File: config.mk
export PLATFORM = sky130hd
export DESIGN_NAME = sacif_top
export DESIGN_NICKNAME = d
export VERILOG_FILES = /design/src/sacif_pkg.sv /design/src/sacif_top.sv /design/src/sacif_sync3.sv /design/src/sacif_fifo.sv
export SDC_FILE = /design/constraint.sdc
export NUM_CORES = 1
export LEC_CHECK = 0
export BUFFER_PORTS_ARGS = -buffer_cell sky130_fd_sc_hd__buf_2
export CORE_ASPECT_RATIO = 0.5
export CORE_MARGIN = 2
export CORE_UTILIZATION = 40
export CTS_BUF_LIST = sky130_fd_sc_hd__clkbuf_16
export DETAILED_ROUTE_END_ITERATION = 7
export PLACE_DENSITY = 0.57
export SETUP_SLACK_MARGIN = 0.3
export SLEW_MARGIN = 30
export SYNTH_ARGS = -nofsm -noshare
export SYNTH_HDL_FRONTEND = slang
export SYNTH_SLANG_ARGS = --single-unit
File: constraint.sdc
create_clock -name clock_i -period 7.05 [get_ports clock_i]
set_input_delay 0.3525 -clock clock_i [delete_from_list [all_inputs] [get_ports clock_i]]
set_output_delay 0.3525 -clock clock_i [all_outputs]
set_load 0.005 [all_outputs]
File: src/sacif_pkg.sv
// sacif_pkg: constants for the serial conversion interface
// assumes: used by sacif_top only
`default_nettype none
package sacif_pkg;
	localparam int CONV_EDGES    = 16;
	localparam int LEAD_ZEROS    = 4;
	localparam int RESULT_BITS   = 12;
	localparam int CTRL_BITS     = 8;
	localparam int HOLD_EDGE     = 4;
	localparam int CNT_W         = 5;
	localparam int CH_HI         = 5;
	localparam int CH_LO         = 3;
	localparam logic [7:0] CTRL_RESET = 8'h00;
	localparam logic [2:0] CH_GROUND  = 3'h7;
	localparam int FIFO_DEPTH    = 16;
endpackage
`default_nettype wire

File: src/sacif_top.sv
// sacif_top: serial conversion sequencer and four-wire interface
// assumes: chip select, serial clock and control input are pins
// sampled by clock_i; converter core returns result on sample request
// Notes on behaviour
// - each conversion and its result transfer take exactly 16 serial clocks
// - chip select fall starts conversions; they repeat while it stays low
// - control loads during a conversion, applies to the next one
// - result output is driven from chip select fall onward
// - track on first internal fall, hold and sample on fourth fall
// - internal serial clock is gated off while chip select is high
// - clock low at chip select rise: next select fall is first fall
// - clock high at chip select rise: first real fall starts tracking
// - four zeros then twelve result bits, msb first, changed on falls
// - result lsb driven on 16th fall, held through next rise
// - control captured msb first on first 8 rises, rest ignored
// - control register resets to all zeros
// - control bits 5..3 pick channel, channel 7 selects ground
// - powered down while deselected and after 16th fall until next
`default_nettype none
module sacif_top #(
	parameter int RESULT_W = sacif_pkg::RESULT_BITS,
	parameter int DEPTH    = sacif_pkg::FIFO_DEPTH
) (
	// clock and reset
	input  wire logic                clock_i,
	input  wire logic                rst_n_i,
	input  wire logic                ce_i,
	// serial pins
	input  wire logic                chip_sel_n_i,
	input  wire logic                sclk_i,
	input  wire logic                ctrl_in_i,
	output logic                     result_out_o,
	output logic                     result_oe_o,
	// converter core
	input  wire logic                core_valid_i,
	output logic                     core_ready_o,
	input  wire logic [RESULT_W-1:0] core_data_i,
	output logic                     sample_o,
	output logic [2:0]               channel_o,
	output logic                     ground_sel_o,
	// status
	output logic                     tracking_o,
	output logic                     powered_o,
	output logic [7:0]               ctrl_reg_o
);
	initial
	begin
		if (RESULT_W != sacif_pkg::RESULT_BITS)
			$error("sacif_top: result width must be twelve");
	end

	typedef enum logic [1:0] {
		SACIF_IDLE = 2'b00,
		SACIF_RUN  = 2'b01,
		SACIF_GAP  = 2'b10
	} sacif_state_e;

	function automatic logic ch_is_ground(input logic [2:0] c);
		ch_is_ground = (c == sacif_pkg::CH_GROUND);
	endfunction

	// synchronised pins
	logic cs_n;
	logic sclk;
	logic din;
	sacif_sync3 #(.INIT(1'b1)) u_cs (
		.clock_i (clock_i),
		.rst_n_i (rst_n_i),
		.ce_i    (ce_i),
		.async_i (chip_sel_n_i),
		.level_o (cs_n)
	);
	sacif_sync3 #(.INIT(1'b0)) u_sclk (
		.clock_i (clock_i),
		.rst_n_i (rst_n_i),
		.ce_i    (ce_i),
		.async_i (sclk_i),
		.level_o (sclk)
	);
	sacif_sync3 #(.INIT(1'b0)) u_din (
		.clock_i (clock_i),
		.rst_n_i (rst_n_i),
		.ce_i    (ce_i),
		.async_i (ctrl_in_i),
		.level_o (din)
	);

	// state
	sacif_state_e                      state_reg;
	sacif_state_e                      state_next;
	logic                              cs_n_d_reg;
	logic                              sclk_d_reg;
	logic                              low_at_rise_reg;
	logic [sacif_pkg::CNT_W-1:0]       fall_reg;
	logic [sacif_pkg::CNT_W-1:0]       rise_reg;
	logic [7:0]                        shift_reg;
	logic [7:0]                        ctrl_reg;
	logic [15:0]                       out_reg;
	logic                              dout_reg;
	logic                              oe_reg;
	logic                              sample_reg;
	logic                              track_reg;

	// result words from the core pass through the fifo
	logic                              res_valid;
	logic [RESULT_W-1:0]               res_data;
	logic                              res_take;

	sacif_fifo #(.WIDTH(RESULT_W), .DEPTH(DEPTH)) u_fifo (
		.clock_i     (clock_i),
		.rst_n_i     (rst_n_i),
		.ce_i        (ce_i),
		.in_valid_i  (core_valid_i),
		.in_ready_o  (core_ready_o),
		.in_data_i   (core_data_i),
		.out_valid_o (res_valid),
		.out_ready_i (res_take),
		.out_data_o  (res_data)
	);

	// edge decode
	wire cs_fall   = cs_n_d_reg && !cs_n;
	wire cs_rise   = !cs_n_d_reg && cs_n;
	wire sel       = !cs_n;
	wire raw_fall  = sclk_d_reg && !sclk;
	wire raw_rise  = !sclk_d_reg && sclk;
	// internal clock gated by chip select
	wire int_fall  = sel && !cs_fall && raw_fall;
	wire int_rise  = sel && !cs_fall && raw_rise;
	// select fall with clock low at last rise acts as a fall
	wire synth_fall = cs_fall && low_at_rise_reg;
	wire fall      = int_fall || synth_fall;
	wire last_fall = fall && (fall_reg ==
		sacif_pkg::CNT_W'(sacif_pkg::CONV_EDGES - 1));
	wire hold_fall = fall && (fall_reg ==
		sacif_pkg::CNT_W'(sacif_pkg::HOLD_EDGE - 1));
	wire ctrl_rise = int_rise && (rise_reg <
		sacif_pkg::CNT_W'(sacif_pkg::CTRL_BITS));
	wire ctrl_done = int_rise && (rise_reg ==
		sacif_pkg::CNT_W'(sacif_pkg::CTRL_BITS - 1));
	wire first_fall = fall && (fall_reg == '0);
	// result word taken at the point of sampling, for this conversion
	assign res_take = hold_fall;

	always_comb
	begin
		state_next = state_reg;
		case (state_reg)
			SACIF_IDLE:
				if (cs_fall)
					state_next = SACIF_RUN;
			SACIF_RUN:
				if (cs_n)
					state_next = SACIF_IDLE;
				else if (last_fall)
					state_next = SACIF_GAP;
			SACIF_GAP:
				if (cs_n)
					state_next = SACIF_IDLE;
				else if (fall)
					state_next = SACIF_RUN;
			default:
				state_next = SACIF_IDLE;
		endcase
	end

	always_ff @(posedge clock_i)
	begin
		if (!rst_n_i)
		begin
			state_reg       <= SACIF_IDLE;
			cs_n_d_reg      <= 1'b1;
			sclk_d_reg      <= 1'b0;
			low_at_rise_reg <= 1'b0;
		end
		else if (ce_i)
		begin
			state_reg  <= state_next;
			cs_n_d_reg <= cs_n;
			sclk_d_reg <= sclk;
			if (cs_rise)
				low_at_rise_reg <= !sclk;
		end
	end

	// edge counters
	always_ff @(posedge clock_i)
	begin
		if (!rst_n_i)
		begin
			fall_reg <= '0;
			rise_reg <= '0;
		end
		else if (ce_i)
		begin
			if (cs_n || cs_fall)
			begin
				fall_reg <= '0;
				rise_reg <= '0;
			end
			else if (last_fall)
			begin
				fall_reg <= '0;
				rise_reg <= '0;
			end
			else
			begin
				if (fall)
					fall_reg <= fall_reg + 1'b1;
				if (int_rise && fall_reg != '0)
					rise_reg <= rise_reg + 1'b1;
			end
			// a fall synthesised at select fall counts too
			if (synth_fall)
				fall_reg <= sacif_pkg::CNT_W'(1);
		end
	end

	// control register: new value affects the next conversion only
	always_ff @(posedge clock_i)
	begin
		if (!rst_n_i)
		begin
			shift_reg <= sacif_pkg::CTRL_RESET;
			ctrl_reg  <= sacif_pkg::CTRL_RESET;
		end
		else if (ce_i)
		begin
			if (ctrl_rise && fall_reg != '0)
				shift_reg <= {shift_reg[6:0], din};
			if (ctrl_done && fall_reg != '0)
				ctrl_reg <= {shift_reg[6:0], din};
		end
	end

	// channel latched at track start, from last complete control load
	logic [2:0] chan_reg;
	always_ff @(posedge clock_i)
	begin
		if (!rst_n_i)
			chan_reg <= 3'h0;
		else if (ce_i && first_fall)
			chan_reg <= ctrl_reg[sacif_pkg::CH_HI:sacif_pkg::CH_LO];
	end

	// result shifter: zeros then result, one bit per fall
	always_ff @(posedge clock_i)
	begin
		if (!rst_n_i)
		begin
			out_reg  <= '0;
			dout_reg <= 1'b0;
			oe_reg   <= 1'b0;
		end
		else if (ce_i)
		begin
			oe_reg <= sel;
			if (cs_fall)
				dout_reg <= 1'b0;
			if (first_fall)
			begin
				out_reg  <= {{sacif_pkg::LEAD_ZEROS{1'b0}},
					res_valid ? res_data : {RESULT_W{1'b0}}} << 1;
				dout_reg <= 1'b0;
			end
			else if (fall && state_reg == SACIF_RUN)
			begin
				dout_reg <= out_reg[15];
				out_reg  <= {out_reg[14:0], 1'b0};
			end
		end
	end

	// track and sample strobes
	always_ff @(posedge clock_i)
	begin
		if (!rst_n_i)
		begin
			sample_reg <= 1'b0;
			track_reg  <= 1'b0;
		end
		else if (ce_i)
		begin
			sample_reg <= hold_fall && sel;
			if (cs_n)
				track_reg <= 1'b0;
			else if (first_fall)
				track_reg <= 1'b1;
			else if (hold_fall)
				track_reg <= 1'b0;
		end
	end

	assign result_out_o = dout_reg;
	assign result_oe_o  = oe_reg;
	assign sample_o     = sample_reg;
	assign channel_o    = chan_reg;
	assign ground_sel_o = ch_is_ground(chan_reg);
	assign tracking_o   = track_reg;
	// powered only inside a conversion
	assign powered_o    = state_reg == SACIF_RUN;
	assign ctrl_reg_o   = ctrl_reg;
endmodule
`default_nettype wire

File: src/sacif_sync3.sv
// sacif_sync3: three-flop synchroniser with agreement filter
// assumes: async input, clock enable freezes state
`default_nettype none
module sacif_sync3 #(
	parameter logic INIT = 1'b0
) (
	// clock
	input  wire logic clock_i,
	input  wire logic rst_n_i,
	input  wire logic ce_i,
	// signal
	input  wire logic async_i,
	output logic      level_o
);
	logic s1_reg;
	logic s2_reg;
	logic s3_reg;
	logic lvl_reg;
	always_ff @(posedge clock_i)
	begin
		if (!rst_n_i)
		begin
			s1_reg  <= INIT;
			s2_reg  <= INIT;
			s3_reg  <= INIT;
			lvl_reg <= INIT;
		end
		else if (ce_i)
		begin
			s1_reg <= async_i;
			s2_reg <= s1_reg;
			s3_reg <= s2_reg;
			// change counts once the last two agree
			if (s2_reg == s3_reg)
				lvl_reg <= s3_reg;
		end
	end
	assign level_o = lvl_reg;
endmodule
`default_nettype wire

File: src/sacif_fifo.sv
// sacif_fifo: valid/ready word fifo, registered read data
// assumes: single clock, clock enable freezes state
`default_nettype none
module sacif_fifo #(
	parameter int WIDTH = 12,
	parameter int DEPTH = 16
) (
	// clock
	input  wire logic             clock_i,
	input  wire logic             rst_n_i,
	input  wire logic             ce_i,
	// write side
	input  wire logic             in_valid_i,
	output logic                  in_ready_o,
	input  wire logic [WIDTH-1:0] in_data_i,
	// read side
	output logic                  out_valid_o,
	input  wire logic             out_ready_i,
	output logic [WIDTH-1:0]      out_data_o
);
	localparam int AW = $clog2(DEPTH);
	initial
	begin
		if (DEPTH < 2 || (1 << AW) != DEPTH || WIDTH < 1)
			$error("sacif_fifo: depth must be power of two >= 2");
	end
	logic [WIDTH-1:0] mem [DEPTH];
	logic [AW:0]      wp_reg;
	logic [AW:0]      rp_reg;
	logic             ov_reg;
	logic [WIDTH-1:0] od_reg;
	wire  [AW:0]      count = wp_reg - rp_reg;
	// the output register holds a word too, so it counts toward depth
	wire              full  = (count == (AW+1)'(DEPTH)) ||
		(ov_reg && count == (AW+1)'(DEPTH - 1));
	wire              empty = count == '0;
	wire              wr    = in_valid_i && !full;
	// output register refills when empty or being taken
	wire              load  = !empty && (!ov_reg || out_ready_i);
	wire              drop  = ov_reg && out_ready_i && !load;
	assign in_ready_o  = !full;
	assign out_valid_o = ov_reg;
	assign out_data_o  = od_reg;
	always_ff @(posedge clock_i)
	begin
		if (ce_i && wr)
			mem[wp_reg[AW-1:0]] <= in_data_i;
	end
	always_ff @(posedge clock_i)
	begin
		if (!rst_n_i)
		begin
			wp_reg <= '0;
			rp_reg <= '0;
			ov_reg <= 1'b0;
			od_reg <= '0;
		end
		else if (ce_i)
		begin
			if (wr)
				wp_reg <= wp_reg + 1'b1;
			if (load)
			begin
				od_reg <= mem[rp_reg[AW-1:0]];
				rp_reg <= rp_reg + 1'b1;
				ov_reg <= 1'b1;
			end
			else if (drop)
				ov_reg <= 1'b0;
		end
	end
endmodule
`default_nettype wire

[Yosys cells after proc, flatten, opt, wreduce, memory -nomap -nowiden]
Memory sizes are Yosys's and may differ from the RTL's. A register that Yosys moved wholly into a read port is not among the register bits.
Index checks and enable logic that the tools add are counted.
Storage, ports and cells
  output and inout bits: 18
  bits in writable memories: 192
  memories kept: 1
  memory bits (read-only): 0
  bits in latches: 0
  flip-flop bits (word level): 76
  input port bits: 19
Memories
  u_fifo.mem: depth 16, width 12, rd ports 1, clocked after Yosys merged registers in 1, write ports 1, line sacif_fifo.sv:27  | logic [WIDTH-1:0] mem [DEPTH];
Cells by class
  reduce and logical (&&, ||, !) cells: 64
  bitwise operators: 0
  $add $sub $neg: 5
  eq/ne operators: 14
  shift operators: 0
  multiplexer cells: 26
  multipliers: 0
  div/mod/pow operators: 0
  magnitude comparators: 1
Operators with widths (number)
  two-way mux 5 bit: 7
  two-way mux 16 bit: 2
  AND reduction 2 bit: 14
  logical AND 1 bit: 25
  adder 5 x 1 -> 5 bit (second input constant): 4
  two-way mux 12 bit: 1
  equality test 5 x 4 -> 1 bit (second input constant): 2
  logical NOT 1 bit: 10
  logical NOT 5 bit: 2
  two-way mux 1 bit: 10
  two-way mux 2 bit: 5
  nonzero test 3 bit: 3
  case mux 2 bit (3 select lines): 1
  equality test 5 x 2 -> 1 bit (second input constant): 1
  equality test 5 x 3 -> 1 bit (second input constant): 1
  equality test 5 bit (second input constant): 1
  < comparator 5 x 4 -> 1 bit (second input constant): 1
  nonzero test 5 bit: 1
  subtractor 5 bit: 1
  logical OR 1 bit: 4
  AND reduction 4 bit: 1
  nonzero test 2 bit: 2
  nonzero test 4 bit: 1
  equality test 1 bit: 3
  7 further kinds: 7

[Depth between registers and ports, before layout]
  word-level depth: 13
  depth in mapped cells: 12

[Modules after synthesis]
A second synthesis with hierarchy kept.
Second synthesis, totals
  cell total of the unflattened synthesis: 762
  area total of the unflattened synthesis: 11397.2 µm²
By module, submodules not included
  sacif_fifo: area each 8470.6 µm², instances 1, cells an instance 447
  sacif_top: area each 2433.6 µm², instances 1, cells an instance 266
  sacif_sync3 (u_din ...): area each 172.7 µm², instances 2, cells an instance 17
  sacif_sync3 (u_cs): area each 147.6 µm², instances 1, cells an instance 15

[Worst setup path before layout]
No wires, ideal clock.
  kind: reg-to-reg
  from: register u_fifo.wp_reg[0]
  to: memory u_fifo.mem[3][0] (enable)
  setup time: 0.412 ns
  slack: 3.648 ns
  cell stages (with the launch flop): 10
  arrival: 2.989 ns
  period minus slack after synthesis: 3.402 ns
  path through: dfxtp_1 > inv_1 > ha_1 > inv_1 > fa_1 > xnor2_1 > nor3_1 > o21ai_0 > o2bb2ai_1 > nor4_1
Between the ends
  longest elaborated chain between the ends: 9
RTL lines
  start: declaration: line sacif_fifo.sv:28  | logic [AW:0] wp_reg;
  start signal: assignment: line sacif_fifo.sv:61  | wp_reg <= wp_reg + 1'b1;
  subtractor 5 bit: line sacif_fifo.sv:32  | wire [AW:0] count = wp_reg - rp_reg;
  equality test 5 x 4 -> 1 bit: line sacif_fifo.sv:35  | (ov_reg && count == (AW+1)'(DEPTH - 1));
  logical AND 1 bit: line sacif_fifo.sv:35
  logical OR 1 bit: line sacif_fifo.sv:34  | wire full = (count == (AW+1)'(DEPTH)) ||
  logical NOT 1 bit: line sacif_fifo.sv:37  | wire wr = in_valid_i && !full;
  logical AND 1 bit: line sacif_fifo.sv:37
  logical AND 1 bit: line sacif_fifo.sv:46  | if (ce_i && wr)
  two-way mux 1 bit: line sacif_fifo.sv:46
  two-way mux 1 bit (implied by the code): line sacif_fifo.sv:47  | mem[wp_reg[AW-1:0]] <= in_data_i;
  end: declaration: line sacif_fifo.sv:27
Several ways; a longest one is shown, not always the timed one.

[Worst setup path in the final report]
  from: register u_fifo.rp_reg[0]
  to: memory u_fifo.mem[2][7] (enable)
Between the ends
  longest elaborated chain between the ends: 9
RTL lines
  start: declaration: line sacif_fifo.sv:29  | logic [AW:0] rp_reg;
  start signal: assignment: line sacif_fifo.sv:65  | rp_reg <= rp_reg + 1'b1;
  subtractor 5 bit *: line sacif_fifo.sv:32
  equality test 5 x 4 -> 1 bit: line sacif_fifo.sv:35
  logical AND 1 bit: line sacif_fifo.sv:35
  logical OR 1 bit *: line sacif_fifo.sv:34
  logical NOT 1 bit *: line sacif_fifo.sv:37
  logical AND 1 bit *: line sacif_fifo.sv:37
  logical AND 1 bit *: line sacif_fifo.sv:46
  two-way mux 1 bit *: line sacif_fifo.sv:46
  two-way mux 1 bit (implied by the code) *: line sacif_fifo.sv:47
Every way passes the cells marked *; elsewhere a longest branch is shown, timed or not.

==> summary.txt <==
Run status
  • Run status: complete, no violations

Clocking
  • Root buf cell: clkbuf_16
  • Total CTS buffers: 27
  • Clock tree buffer depth: 3
  • Clock sink count: approximately 280
  • Post-CTS Setup Inserts: 0
  • H-Tree Depth: 1
  • Worst-skew pair later-pin latency: 0.55 ns
  • # resized after CTS: 0
  • Post-CTS Hold Fix Bufs: 0
  • CTS clk-pin slew, worst paths: approximately 0.060 ns
  • CTS tree: yes

Route
  • WL final: between 20000 and 25000 µm
  • Vias: 6436
  • Vias per std cell: between 5 and 6
  • Antenna Nets Post-Route: 0
  • TritonRoute pass-1 iters: 5
  • DRT iter0 DRCs: 487
  • Routed WL per cell: 20.27 µm
  • Number of remaining DRC errors: 0

Yosys
  • Synth Net Count: about 790
  • Syn. warnings: 0
  • Post-synth ARST share: 0
  • Mapped Cells: 755
  • Synth area leader: edfxtp_1
  • Post-synth EDFFs: 192
  • Main synth FF type: edfxtp_1
  • Share of the synthesized area in the top cell type: 0.5162
  • Mean post-synth cell area: roughly 15 µm²
  • Synth unique cells: between 50 and 60
  • Synth Register Bits: about 280
  • Post-synthesis sequential area ratio: 0.6722
  • Post-Syn Area: 11170 µm²
  • Top cells by area in the synthesized netlist: edfxtp_1, dfxtp_1, mux4_2

STA
  • Min cycle time layout: 4.093 ns
  • Max-slew violations: 0
  • Slew HR: 0.4050
  • Worst-Margin Slew: ~0.89 ns
  • Final Skew: roughly 0.014 ns
  • RSZ-0062 raised after global routing: false
  • Fmax: 244.3 MHz
  • Fin crit share: 0.5806
  • Setup TNS: 0 ns
  • Hold Violations, Final: 0
  • Endpoints failing setup: 0

Die
  • Area of the die: 29350 µm²
  • Die Wd: 240.3 µm
  • # IOs: 37
  • Core area: 27600 µm²
  • Die Y: 122.2 µm
  • Initial cell density of the core: 0.4046
  • Site Rows: 43

Power
  • Pwr Density: a little over 300 nW/µm²
  • Peak supply drop: 140.4 µV
  • Clk pwr share: 0.391
  • P_sw: 938.3 µW
  • Pwr Total: between 3 and 4 mW
  • Pint: approximately 2.9 mW
  • Switching Fraction: 0.2447
  • Leak pwr: between 4 and 5 nW
  • Sequential fraction of design power: 0.482
  • Gate power share: 0.127

Worst setup path
  • Crit start category: register
  • WP data arrival: roughly 4.3 ns
  • Critical path cell sequence: ha_1 > inv_1 > fa_1 > xnor2_1 > nor3_1 > o21ai_0 > o2bb2ai_1 > nor2_1 > and3_1
  • Bufs and invs on worst path: 1
  • Worst-path maximum fanout: 22
  • Delay-heaviest family, CP: simple AND/OR/NAND/NOR gates
  • WP data required: ~7.2 ns
  • Critical Path Start: u_fifo.rp_reg[0]
  • R2R Setup Slk: just under 3 ns
  • Crit path capture type: register
  • Worst r2r src: u_fifo.rp_reg[0]
  • CP max stage cell: nor2_1
  • Critical path type: register to register
  • Crit-path max cell delay: 0.77 ns

GRT
  • Vias in the first global route: slightly above 6000
  • First-pass GRT wire length: 36770 µm
  • Initial antenna violation count: 0
  • Total GRT Usage: 0.1677
  • GR Overflow Total: 0
  • Largest net degree at the start of global routing: 37

Placed design
  • Buffers on Ports: 36
  • Routability Congestion: about 0.77
  • HPWL after DPL: between 15000 and 20000 µm
  • Placed instance area: about 12000 µm²

Final layout
  • Share of cells above drive strength 1: 0.1772
  • Layout area overhead: 13.24%
  • Most common cell after layout, fill and taps aside: edfxtp_1
  • Most frequent cells in the layout: edfxtp_1, dfxtp_1, nor2_1
  • ANT cells: 0
  • Final cell area excluding filler cells: 12650 µm²
  • Nets: between 800 and 900
  • Max reg flops: about 190

Worst hold path
  • Hold Path Origin: chip_sel_n_i
  • Worst min path class: primary input to register

Run
  • Max-cap violation count: 0
## synthesized netlist by cell type, types with 3 or more instances
| library cell | count |
|---|---|
| nand3_1 | 23 |
| mux4_2 | 48 |
| a21o_1 | 3 |
| nor2_1 | 59 |
| edfxtp_1 | 192 |
| ha_1 | 13 |
| a311oi_1 | 12 |
| and3_1 | 12 |
| inv_1 | 17 |
| nand2b_1 | 4 |
| nand4_1 | 4 |
| and2_1 | 6 |
| nor2b_1 | 7 |
| buf_2 | 11 |
| o21ai_0 | 13 |
| a211oi_1 | 3 |
| xnor2_1 | 3 |
| and4b_1 | 3 |
| a21oi_1 | 34 |
| xor2_1 | 6 |
| or3_1 | 17 |
| nor3_1 | 4 |
| clkbuf_1 | 25 |
| nand2_1 | 55 |
| dfxtp_1 | 87 |
| mux2i_1 | 36 |
| o22ai_1 | 24 |
## through the flow
stage	setup WS [ns]	utilization	hold slack (ns)	instances
3_5_place_dp	2.983	0.4249	0.4531	1139
5_1_grt	2.612	0.4582	0.01735	1189
3_3_place_gp	2.547	0.4235	0.4499	1137
2_1_floorplan	3.648	-	0.4369	755
6_report	2.957	0.4582	0.02312	1189
4_1_cts	2.968	0.4582	0.004126	1189
## kinds of logic after synthesis
kind of cell               Yosys count  share of synthesized area
AOI/OAI and AO/OA                  103                    0.05871
xor gates and xnor gates             9                   0.007058
adders and majority gates           14                    0.01636
buffers and inverters               60                    0.02420
DFF                                279                     0.6722
muxes                               84                     0.1291
and+or+nand+nor                    206                    0.09242
## metal layers
metal | part of all wire | GRT usage
met5 | 0 | 0
met2 | 0.44 | 0.2533
met1 | 0.48 | 0.2477
met3 | 0.071 | 0.03852
met4 | 0.018 | 0.03571
## power groups by stage
stage | clock (mW) | sequential (mW) | combinational (mW)
final | 1.50 | 1.85 | 0.488
after global routing | 1.60 | 1.86 | 0.531
after global placement | 0 | 1.91 | 0.431
after CTS | 1.53 | 1.85 | 0.490
after detailed placement | 0 | 1.89 | 0.488
after floorplan | 0 | 1.85 | 0.369
## layout make-up
class	count	area [µm²]
sequential	279	7511
inverter	18	67.56
multi-input combinational	416	3407
timing repair buffer	44	264.0
tap	382	478.0
clock buffer	27	675.6
fill	2404	14950
clock inverter	23	244.0
## path summary, 6_finish.rpt
kind                          endpoint  depth (start not counted)
setup / recovery      u_fifo.mem[2][7]                          9
hold / removal             u_cs.s1_reg                          3
setup reg to reg      u_fifo.mem[2][7]                          9
hold reg to reg   u_fifo.out_data_o[6]                          2
## worst reg2reg max path, stage by stage (launching register included)
cell and delay, ns:
dfxtp_4 0.64, ha_1 0.27, inv_1 0.07, fa_1 0.46, xnor2_1 0.35, nor3_1 0.09
o21ai_0 0.09, o2bb2ai_1 0.26, nor2_1 0.77, and3_1 0.73
No activity file was read; power rests on OpenSTA's default activity.
